`config.mk`:
```
export PLATFORM = sky130hd
export DESIGN_NAME = hstc_regs
export DESIGN_NICKNAME = d
export VERILOG_FILES = /design/src/hstc_pkg.sv /design/src/hstc_ahb_if_slave.sv /design/src/hstc_regs.sv
export VERILOG_INCLUDE_DIRS = /design/src
export SDC_FILE = /design/constraint.sdc
export NUM_CORES = 1
export LEC_CHECK = 0
export ABC_AREA = 1
export ABC_CLOCK_PERIOD_IN_PS = 1400
export BUFFER_PORTS_ARGS = -buffer_cell sky130_fd_sc_hd__buf_2
export CAP_MARGIN = 20
export CORE_AREA = 5 5 88 90
export CTS_BUF_LIST = sky130_fd_sc_hd__clkbuf_8
export CTS_CLUSTER_SIZE = 16
export DETAILED_ROUTE_END_ITERATION = 7
export DIE_AREA = 0 0 93 95
export GPL_TIMING_DRIVEN = 0
export PLACE_DENSITY = 0.88
export SLEW_MARGIN = 30
export SYNTH_ARGS = -nofsm -noshare
export SYNTH_HDL_FRONTEND = slang
export SYNTH_SLANG_ARGS = --single-unit
```
`constraint.sdc`:
```
create_clock -name clock -period 1.4 [get_ports clock]
set_input_delay 0.07 -clock clock [delete_from_list [all_inputs] [get_ports clock]]
set_output_delay 0.07 -clock clock [all_outputs]
set_load 0.01 [all_outputs]
```
`src/hstc_cfg.svh`:
```
`ifndef HSTC_CFG_SVH
`define HSTC_CFG_SVH
`define HSTC_OFS_GAIN 14'h20f0
`define HSTC_OFS_ELEC 14'h20f8
`define HSTC_OFS_AMP 14'h20fc
`define HSTC_RST_GAIN 13'h000f
`define HSTC_RST_ELEC 8'hff
`define HSTC_RST_AMP 2'h0
`define HSTC_RST_GSEL 4'hf
`define HSTC_GAIN_W 13
`define HSTC_ELEC_W 8
`define HSTC_AMP_W 2
`define HSTC_CAP_HI 12
`define HSTC_CAP_LO 5
`define HSTC_DIODE_BIT 4
`define HSTC_GSEL_HI 3
`define HSTC_OPEN_BIT 3
`define HSTC_CODE_100R_160K 8'h8c
`define HSTC_CODE_SHORT 8'h97
`define HSTC_RSV_INPUT 1
`define HSTC_ADDR_LO 2
`define HSTC_ADDR_HI 13
`define HSTC_TRANS_NONSEQ 2'h2
`define HSTC_TRANS_SEQ 2'h3
`endif

```
`src/hstc_pkg.sv`:
```
package hstc_pkg;
    typedef enum logic [1:0] {
        HSTC_POS_BIAS = 2'b00,
        HSTC_POS_DAC_ZERO = 2'b01,
        HSTC_POS_RSV2 = 2'b10,
        HSTC_POS_RSV3 = 2'b11
    } hstc_pos_e;
    typedef logic [31:0] hstc_word_t;
endpackage

```
`src/hstc_ahb_if_slave.sv`:
```
`timescale 1ns/100ps
`include "hstc_cfg.svh"
module hstc_ahb_if_slave
    import hstc_pkg::*;
(
    input wire logic clock,
    input wire logic rst,
    input wire logic hsel,
    input wire logic [31:0] haddr,
    input wire logic [1:0] htrans,
    input wire logic hwrite,
    input wire logic hready,
    output logic wr_q,
    output logic rd_q,
    output logic [13:0] addr_q
);
    wire logic take;
    // address phase is latched; the data phase then completes with zero wait
    assign take = hsel && hready && (htrans == `HSTC_TRANS_NONSEQ || htrans == `HSTC_TRANS_SEQ);
    always_ff @(posedge clock)
    begin
        if (rst)
        begin
            wr_q <= 1'b0;
            rd_q <= 1'b0;
            addr_q <= 14'h0000;
        end
        else
        begin
            wr_q <= take && hwrite;
            rd_q <= take && !hwrite;
            if (take)
                addr_q <= haddr[13:0];
        end
    end
endmodule // hstc_ahb_if_slave

```
`src/hstc_regs.sv`:
```
`timescale 1ns/100ps
`include "hstc_cfg.svh"
// Functional notes
// (RULE1) gain config at 0x20f0, resets to 0xf, gain selection open
// (RULE2) bits 12:5 feedback capacitor field, rw, reset zero
// (RULE3) bit 4 diode switch, 1 closes, reset 0
// (RULE4) bits 3:0 gain select: 0-7 resistors, 8-15 open
// (RULE5) software sets routing switches before using general gain select
// (RULE6) electrode config at 0x20f8, bits 7:0 code, reset 0xff disconnected
// (RULE7) software sets routing switches, then writes electrode code
// (RULE8) electrode code 0x8c selects 100 ohm load with 160k gain
// (RULE9) amplifier input config at 0x20fc, rw, reset zero
// (RULE10) bits 1:0 positive input: 00 bias, 01 dac zero, rest reserved
// (RULE11) electrode code 0x97 shorts load and gain resistors
// (RULE12) reserved bits read zero, writes ignored
module hstc_regs
    import hstc_pkg::*;
(
    input wire logic clock,
    input wire logic rst,
    input wire logic hsel,
    input wire logic [31:0] haddr,
    input wire logic [1:0] htrans,
    input wire logic hwrite,
    input wire logic [2:0] hsize,
    input wire logic hready,
    input wire logic [31:0] hwdata,
    output logic [31:0] hrdata,
    output logic hreadyout,
    output logic hresp,
    output logic [7:0] feedback_cap_select,
    output logic diode_switch,
    output logic [3:0] general_gain_select,
    output logic gain_open,
    output logic [7:0] electrode_resistor_code,
    output logic electrode_disconnected,
    output logic electrode_100r_160k,
    output logic electrode_short,
    output logic [1:0] positive_input_select,
    output logic positive_input_reserved
);
    logic [`HSTC_GAIN_W-1:0] gain_q;
    logic [`HSTC_ELEC_W-1:0] elec_q;
    logic [`HSTC_AMP_W-1:0] amp_q;
    logic wr_q;
    logic rd_q;
    logic [13:0] addr_q;
    wire logic hit_gain;
    wire logic hit_elec;
    wire logic hit_amp;
    wire hstc_word_t rdata_d;
    wire logic rd_take;
    wire logic rd_gain;
    wire logic rd_elec;
    wire logic rd_amp;
    wire logic [`HSTC_GAIN_W-1:0] gain_d;
    wire logic [`HSTC_ELEC_W-1:0] elec_d;
    wire logic [`HSTC_AMP_W-1:0] amp_d;

    function automatic logic is_reg(input logic [13:0] a, input logic [13:0] ofs);
        is_reg = (a[`HSTC_ADDR_HI:`HSTC_ADDR_LO] == ofs[`HSTC_ADDR_HI:`HSTC_ADDR_LO]);
    endfunction

    function automatic logic is_xfer(input logic [1:0] t);
        is_xfer = (t == `HSTC_TRANS_NONSEQ) || (t == `HSTC_TRANS_SEQ);
    endfunction

    hstc_ahb_if_slave hstc_ahb_if_slave_inst
    (
        .clock(clock),
        .rst(rst),
        .hsel(hsel),
        .haddr(haddr),
        .htrans(htrans),
        .hwrite(hwrite),
        .hready(hready),
        .wr_q(wr_q),
        .rd_q(rd_q),
        .addr_q(addr_q)
    );

    assign hit_gain = is_reg(addr_q, `HSTC_OFS_GAIN); // RULE1
    assign hit_elec = is_reg(addr_q, `HSTC_OFS_ELEC); // RULE6
    assign hit_amp = is_reg(addr_q, `HSTC_OFS_AMP); // RULE9

    // read decode runs in the address phase so hrdata stands in the data phase
    assign rd_take = hsel && hready && is_xfer(htrans) && !hwrite;
    assign rd_gain = is_reg(haddr[`HSTC_ADDR_HI:0], `HSTC_OFS_GAIN); // RULE1
    assign rd_elec = is_reg(haddr[`HSTC_ADDR_HI:0], `HSTC_OFS_ELEC); // RULE6
    assign rd_amp = is_reg(haddr[`HSTC_ADDR_HI:0], `HSTC_OFS_AMP); // RULE9

    // next values; a write ending now is forwarded to a read starting now
    assign gain_d = (wr_q && hit_gain) ? hwdata[`HSTC_GAIN_W-1:0] : gain_q; // RULE2 RULE3 RULE4
    assign elec_d = (wr_q && hit_elec) ? hwdata[`HSTC_ELEC_W-1:0] : elec_q; // RULE6
    assign amp_d = (wr_q && hit_amp) ? hwdata[`HSTC_AMP_W-1:0] : amp_q; // RULE10

    // unmapped reads return zero; reserved bits zero-filled
    assign rdata_d = rd_gain ? {19'h00000, gain_d} :
        rd_elec ? {24'h000000, elec_d} :
        rd_amp ? {30'h0, amp_d} : 32'h00000000; // RULE12

    always_ff @(posedge clock)
    begin
        if (rst)
        begin
            gain_q <= `HSTC_RST_GAIN; // RULE1 RULE2 RULE3 RULE4
            elec_q <= `HSTC_RST_ELEC; // RULE6
            amp_q <= `HSTC_RST_AMP; // RULE9
            hrdata <= 32'h00000000;
        end
        else
        begin
            // only implemented bits are stored, so reserved writes vanish
            gain_q <= gain_d; // RULE2 RULE3 RULE4 RULE12
            elec_q <= elec_d; // RULE6 RULE12
            amp_q <= amp_d; // RULE9 RULE10 RULE12
            hrdata <= rd_take ? rdata_d : 32'h00000000; // RULE12
        end
    end

    // outputs registered a second time so they come straight from flops
    always_ff @(posedge clock)
    begin
        if (rst)
        begin
            hreadyout <= 1'b1;
            hresp <= 1'b0;
            feedback_cap_select <= 8'h00;
            diode_switch <= 1'b0;
            general_gain_select <= `HSTC_RST_GSEL;
            gain_open <= 1'b1;
            electrode_resistor_code <= `HSTC_RST_ELEC;
            electrode_disconnected <= 1'b1;
            electrode_100r_160k <= 1'b0;
            electrode_short <= 1'b0;
            positive_input_select <= 2'h0;
            positive_input_reserved <= 1'b0;
        end
        else
        begin
            hreadyout <= 1'b1;
            hresp <= 1'b0;
            feedback_cap_select <= gain_q[`HSTC_CAP_HI:`HSTC_CAP_LO]; // RULE2
            diode_switch <= gain_q[`HSTC_DIODE_BIT]; // RULE3
            general_gain_select <= gain_q[`HSTC_GSEL_HI:0]; // RULE4
            gain_open <= gain_q[`HSTC_OPEN_BIT]; // RULE4
            electrode_resistor_code <= elec_q; // RULE6
            electrode_disconnected <= (elec_q == `HSTC_RST_ELEC); // RULE6
            electrode_100r_160k <= (elec_q == `HSTC_CODE_100R_160K); // RULE8
            electrode_short <= (elec_q == `HSTC_CODE_SHORT); // RULE11
            positive_input_select <= amp_q; // RULE10
            positive_input_reserved <= amp_q[`HSTC_RSV_INPUT]; // RULE10
        end
    end

    a_gain_write: assert property (@(posedge clock) disable iff (rst) // RULE4
        wr_q && hit_gain |=> ##1 general_gain_select == $past(hwdata[3:0], 2))
        else $error("gain select not updated");
    a_gain_open: assert property (@(posedge clock) disable iff (rst) // RULE4
        gain_open == general_gain_select[3])
        else $error("gain open mismatch");
    a_cap_field: assert property (@(posedge clock) disable iff (rst) // RULE2
        wr_q && hit_gain |=> ##1 feedback_cap_select == $past(hwdata[12:5], 2))
        else $error("cap field not updated");
    a_diode_sw: assert property (@(posedge clock) disable iff (rst) // RULE3
        wr_q && hit_gain |=> ##1 diode_switch == $past(hwdata[4], 2))
        else $error("diode switch not updated");
    a_elec_code: assert property (@(posedge clock) disable iff (rst) // RULE6
        wr_q && hit_elec |=> ##1 electrode_resistor_code == $past(hwdata[7:0], 2))
        else $error("electrode code not updated");
    a_elec_8c: assert property (@(posedge clock) disable iff (rst) // RULE8
        electrode_100r_160k == (electrode_resistor_code == `HSTC_CODE_100R_160K))
        else $error("100r/160k decode wrong");
    a_elec_short: assert property (@(posedge clock) disable iff (rst) // RULE11
        electrode_short == (electrode_resistor_code == `HSTC_CODE_SHORT))
        else $error("short decode wrong");
    a_elec_disc: assert property (@(posedge clock) disable iff (rst) // RULE6
        electrode_disconnected == (electrode_resistor_code == `HSTC_RST_ELEC))
        else $error("disconnect decode wrong");
    a_amp_sel: assert property (@(posedge clock) disable iff (rst) // RULE9
        wr_q && hit_amp |=> ##1 positive_input_select == $past(hwdata[1:0], 2))
        else $error("input select not updated");
    a_amp_rsv: assert property (@(posedge clock) disable iff (rst) // RULE10
        positive_input_reserved == positive_input_select[`HSTC_RSV_INPUT])
        else $error("reserved input flag wrong");

    a_rsv_read: assert property (@(posedge clock) disable iff (rst) // RULE12
        rd_q && hit_elec |-> hrdata[31:8] == 24'h000000)
        else $error("reserved bits nonzero");
    a_read_gain: assert property (@(posedge clock) disable iff (rst) // RULE1
        rd_q && hit_gain |-> hrdata == {19'h00000, gain_q})
        else $error("gain read data wrong");
    a_read_elec: assert property (@(posedge clock) disable iff (rst) // RULE6
        rd_q && hit_elec |-> hrdata == {24'h000000, elec_q})
        else $error("electrode read data wrong");
    a_read_amp: assert property (@(posedge clock) disable iff (rst) // RULE9
        rd_q && hit_amp |-> hrdata == {30'h0, amp_q})
        else $error("amp read data wrong");
    a_read_hole: assert property (@(posedge clock) disable iff (rst) // RULE12
        rd_q && !hit_gain && !hit_elec && !hit_amp |-> hrdata == 32'h00000000)
        else $error("unmapped read nonzero");
    a_write_hole: assert property (@(posedge clock) disable iff (rst) // RULE12
        wr_q && !hit_gain |=> gain_q == $past(gain_q))
        else $error("gain changed by other write");

    a_gain_reset: assert property (@(posedge clock) // RULE1
        $past(rst) && !rst |-> general_gain_select == `HSTC_RST_GSEL && gain_open)
        else $error("gain reset wrong");
    a_cap_reset: assert property (@(posedge clock) // RULE2
        $past(rst) && !rst |-> feedback_cap_select == 8'h00 && !diode_switch)
        else $error("cap reset wrong");
    a_elec_reset: assert property (@(posedge clock) // RULE6
        $past(rst) && !rst |-> electrode_disconnected && electrode_resistor_code == `HSTC_RST_ELEC)
        else $error("electrode reset wrong");
    a_amp_reset: assert property (@(posedge clock) // RULE9
        $past(rst) && !rst |-> positive_input_select == `HSTC_RST_AMP && !positive_input_reserved)
        else $error("amp reset wrong");

    c_gain_wr: cover property (@(posedge clock) wr_q && hit_gain);
    c_elec_short: cover property (@(posedge clock) electrode_short);
    c_amp_rd: cover property (@(posedge clock) rd_q && hit_amp);
    c_elec_8c: cover property (@(posedge clock) electrode_100r_160k);
    c_rst_release: cover property (@(posedge clock) $past(rst) && !rst);
endmodule // hstc_regs

```
; ---- Yosys cells after proc, flatten, opt, wreduce, memory -nomap -nowiden
; Cells that the tools add are included.
[classes]
n_eq_ne = 11
n_mux = 6
bitwise = 1
reduce_logical = 11
[ops]
columns = operator, n
row1 = "12-bit equality test, second input constant", 6
row2 = 13-bit 2-to-1 mux, 2
row3 = "8-bit equality test, second input constant", 3
row4 = 8-bit 2-to-1 mux, 2
row5 = 1-bit logical AND, 7
row6 = "2-bit equality test, second input constant", 2
row7 = 2-bit 2-to-1 mux, 2
row8 = 4-bit OR reduction, 1
row9 = 2-bit OR reduction, 1
row10 = 1-bit logical NOT, 1
row11 = 1-bit logical OR, 1
row12 = 1-bit inverter, 1
[totals]
reg_bits = 98
inputBits = 74
out_inout_bits = 62
wordCells = 46

; ---- Logic depth before layout (Yosys ltp)
[depth]
ltp_word = 6
mapped_depth = 11
mapped_depth_nobuf = 11

; ---- Hierarchy
; A second synthesis with hierarchy kept.
[unflattened]
cells_unflattened = 414
area_unflattened_um2 = 3145.5
[by_module_without_submodules]
columns = mod, n_inst, cells_per_inst, area_per_inst_um2, seq_area_each_um2
row1 = hstc_regs, 1, 320, 2486.1, 1241.2
row2 = hstc_ahb_if_slave, 1, 94, 659.4, 320.3

; ---- Worst setup path before layout
; OpenSTA, ideal clock, no wires.
[synth_timing]
path_kind = register to register
startpoint = register hstc_ahb_if_slave_inst.addr_q[7]
endpoint = register elec_q[6]
setup_ps = 120
arrival_ps = 1190
t_required_ps = 1280
slack_ps = 90
stages_incl_launch_ff = 10
n_path_buf = 1
synth_period_minus_slack_ps = 1310
cell_sequence = dfxtp_1 > inv_1 > nor2_1 > nand2_1 > nor2_8 > nand2_4 > buf_6 > nand2_1 > o21ai_1 > or2_1
[synth_between]
elab_chain_len = 3
[synth_lines]
columns = element, line
row1 = start: declaration, hstc_ahb_if_slave.sv:15  ; output logic [13:0] addr_q
row2 = start signal: assignment, hstc_ahb_if_slave.sv:33  ; addr_q <= haddr[13:0];
row3 = 12-bit equality test, hstc_regs.sv:61  ; is_reg = (a[`HSTC_ADDR_HI:`HSTC_ADDR_LO] == ofs[`HSTC_ADDR_HI:`HSTC_ADDR_LO]);
row4 = 1-bit logical AND, hstc_regs.sv:94  ; assign elec_d = (wr_q && hit_elec) ? hwdata[`HSTC_ELEC_W-1:0] : elec_q;
row5 = 8-bit 2-to-1 mux, hstc_regs.sv:94
row6 = end signal: assignment, hstc_regs.sv:107  ; elec_q <= `HSTC_RST_ELEC;
row7 = end signal: assignment, hstc_regs.sv:115  ; elec_q <= elec_d;
row8 = end: declaration, hstc_regs.sv:43  ; logic [`HSTC_ELEC_W-1:0] elec_q;
; Every way passes these cells.
; A chain may end at the register's enable or synchronous reset.

; ---- Worst setup path in the final report
[layout_timing]
startpoint = register hstc_ahb_if_slave_inst.addr_q[5]
endpoint = register elec_q[3]
; Same word-level chain as after synthesis.

==> results.md <==
- The flow ran to the end, but the final reports show violations.
- The final reports fail on negative setup slack.
- TritonCTS built the clock tree.
- For the pin with the worst max-slew slack, the measured transition is around 0.51 ns.
- The TritonCTS sink count is 75.
- The beginning of the worst hold path is haddr[9].
- The final design area excluding fillers is 0.00382 mm^2.
- The worst path arrival time is approximately 1.7 ns.
- The total routed wirelength is 6720 um.
- The launch point of the worst path is hstc_ahb_if_slave_inst.addr_q[5].
- Port buffering added 70 buffers.
- The global routing usage summed across all routing layers is 15.6%.
- The worst path setup slack after routing is -0.00762 ns.
- The slowest cell on the critical path is sky130_fd_sc_hd__dfxtp_2.
- The fraction of layout cells with a size suffix above 1 is between 30% and 40%.
- The largest fanout on the critical path is 7.
- The clock arrives with 0.00850 ns of skew.
- The post-synthesis to final-layout area growth is 32.9%.
- After layout, the design draws a total of 0.00409 W.
- The CTS buffer count is 9.
- The critical path is of the reg -> reg type.
- The H-tree depth is 3.
- At the later pin of the worst-skew pair, clock insertion delay measures 0.35 ns.
- The register area share after synthesis is 52.2%.
- In this run, placement finished with an instance count of roughly 530.
- The number of failing hold endpoints at the final stage was 0.
- Max-cap violations in this run came to 0.
- The number of cells produced by synthesis is 363.
- The via count of the first global-routing pass came to 2480.
- The antenna diode count is 0.
- The shortest period the worst path allows is 1.41 ns.
- The first global-routing pass estimated 10700 um of wire.
- In the routed design, unresolved DRC markers number 0.
- The post-detailed-placement half-perimeter wirelength is 4770 um.
- The netlist area before placement is around 0.0029 mm^2.
- Derived from the worst setup path, the maximum achievable clock frequency is approximately 710 MHz.
- The required time at the endpoint of the critical path is about 1.7 ns.
- For this block, the via count after detailed routing is 2547.
- The floorplan step set the die width to 93 um.
- The congestion estimate from routability-driven global placement came to 0.872.
- The filler-free cell count of the finished design is 563.
- The via density per instance is between 4 and 5.
- The mean instance size in the synthesized netlist is 7.93 um^2.
- 136 I/O pins were placed.
- The clock slew at the register clock pins of the worst setup and hold paths is 0.08 ns.
- The starting utilization of the core area is 41.2%.
- The final layout contains 550 nets.
- The count of nets left with antenna violations once routing finished came out at 0.
- The placed instances occupy a cell area of 0.00340 mm^2.
- The number of violations reported at the end of detailed-routing iteration 0 is 88.
- The total power density per cell area is 1070 mW/mm^2.
- The total overflow left after global routing is 0.
- The die is 95 um tall.
- The path class of the lowest-slack min-delay path is in -> reg.
- The synthesis warning total is 0.
- The category of the worst setup path launch point is a flop.
- The initialized floorplan defines 31 standard-cell rows.
- The die covers just under 0.009 mm^2.
- The post-synthesis sequential element count is 75.
- The worst pin sits at a relative slew slack of 66.1%.
- STA classifies the critical path endpoint as a flop.
- The average wire length per cell after detail routing is 11.9 um.
- Setup repair after global routing could not meet its margin everywhere.
- The number of slew-limit violations in the final report came to 0.
- The top cell types in the final layout, fill and taps aside, are sky130_fd_sc_hd__buf_2 (70), sky130_fd_sc_hd__dfxtp_1 (69), sky130_fd_sc_hd__nand2_1 (59).
- The number of iterations in the first detailed-routing pass is 4.
- The number of antenna violations at the first check in global routing is 0.
- In this run the critical register-to-register path is launched from hstc_ahb_if_slave_inst.addr_q[5].
- The buffer levels on the longest clock path is 2.
- After floorplanning, the core was sized to cover 0.00698 mm^2.
- The most common library cell in the layout ignoring fill and taps is sky130_fd_sc_hd__buf_2.
- The critical path goes through nand2_4 > nor3_4 > nand2_2 > nand2_1 > o21ai_1 > or2_1.
- The tree is rooted in a sky130_fd_sc_hd__clkbuf_8.
- The share of the cycle needed by the critical path after routing is 101%.
- The worst ir drop on vdd is approximately 0.57 mV.
- After synthesis, the netlist uses 28 different library cells.
- The setup-violating endpoint count in the final report is 2.
- The largest incremental delay on the critical path is 0.35 ns.
- The largest net degree at the start of global routing is 15.
- For this design the static power due to leakage is 1.98 nW.
critical path, delay by kind of cell, from the launching register on:
family           cells  cell delay (ns)
AO/OA/AOI/OAI        1             0.07
flip-flops           1             0.35
AND/OR/NAND/NOR      5             0.88
routing by layer:
layer	up-vias	global-route usage [%]	wire, um
met5	-	0	0
met4	0	6.35	123
met3	9	6.29	554
met2	96	26.0	3250
met1	1142	17.8	2790
li1	1300	-	-
power by group:
part	switching, W	internal [W]
combinational	0.000139	0.000113
sequential	0.0000136	0.00215
clock	0.000810	0.000867
total	0.000962	0.00313
cells by family (layout without fill, tap and decap cells):
group	count (synthesis)	after routing	synth area share, %
and+or+nand+nor	148	149	23.9
DFF	75	75	52.2
AOI/OAI and AO/OA	47	47	8.26
other	2	21	0.261
buffers and inverters	91	189	15.4
cells in the mapped netlist (all sizes together):
library cell | instances | area share (%)
nand2 | 65 | 9.1
o31ai | 1 | 0.26
buf | 28 | 7.2
o21ai | 34 | 5.9
nor3b | 2 | 0.70
nand3 | 24 | 4.2
conb | 2 | 0.26
nor2 | 36 | 5.3
nand4 | 2 | 0.43
inv | 56 | 7.3
nor4 | 1 | 0.22
a21oi | 12 | 2.1
nor3 | 5 | 1.2
clkbuf | 7 | 0.91
and2 | 1 | 0.22
or2 | 12 | 2.6
dfxtp | 75 | 52
path summary, 6_finish.rpt:
| kind | slack [ns] | endpoint | cells past startpoint |
|---|---|---|---|
| worst max-delay path | -0.008 | elec_q[3] | 6 |
| worst min-delay path | 0.01 | hstc_ahb_if_slave_inst.addr_q[9] | 3 |
| worst max register to register | -0.008 | elec_q[3] | 6 |
| worst min register to register | 0.43 | feedback_cap_select[3] | 2 |
state kept, by name, indices dropped and copies added (netlist names):
name	count
hrdata	13
electrode_100r_160k	1
electrode_short	1
positive_input_select	2
hstc_ahb_if_slave_inst.wr_q	1
electrode_resistor_code	8
general_gain_select	4
diode_switch	1
amp_q	2
elec_q	8
hstc_ahb_if_slave_inst.addr_q	12
gain_q	13
electrode_disconnected	1
feedback_cap_select	8
final cells by class:
class / count / area [um^2]
Inverter: 56 / 210
Timing Repair Buffer: 83 / 478
Fill cell: 636 / 3160
Clock buffer: 10 / 138
Clock inverter: 6 / 65.1
Tap cell: 82 / 103
Multi-Input combinational cell: 217 / 1090
Buffer: 34 / 229
Sequential cell: 75 / 1510
per-stage QoR:
step	setup TNS, ns	worst slack [ns]	utilization [%]	hold slack, ns
2_1_floorplan	0	0.0896	-	0.234
3_3_place_gp	-0.182	-0.0535	48.7	0.333
3_5_place_dp	-0.758	-0.0526	48.7	0.341
4_1_cts	0	0.0000985	53.2	0.00617
5_1_grt	-0.741	-0.107	54.8	0.0343
6_report	-0.0119	-0.00762	54.8	0.0141
what timing repair did:
item                       CTS  global route
hold endpoints to repair    14             0
hold buffers                 9             0
setup buffers                1             3
cloned                       0             1
gates resized for setup      5            27
pin swaps                    2            10
setup endpoints to repair   23            30
No activity file was read; power rests on OpenSTA's default activity.
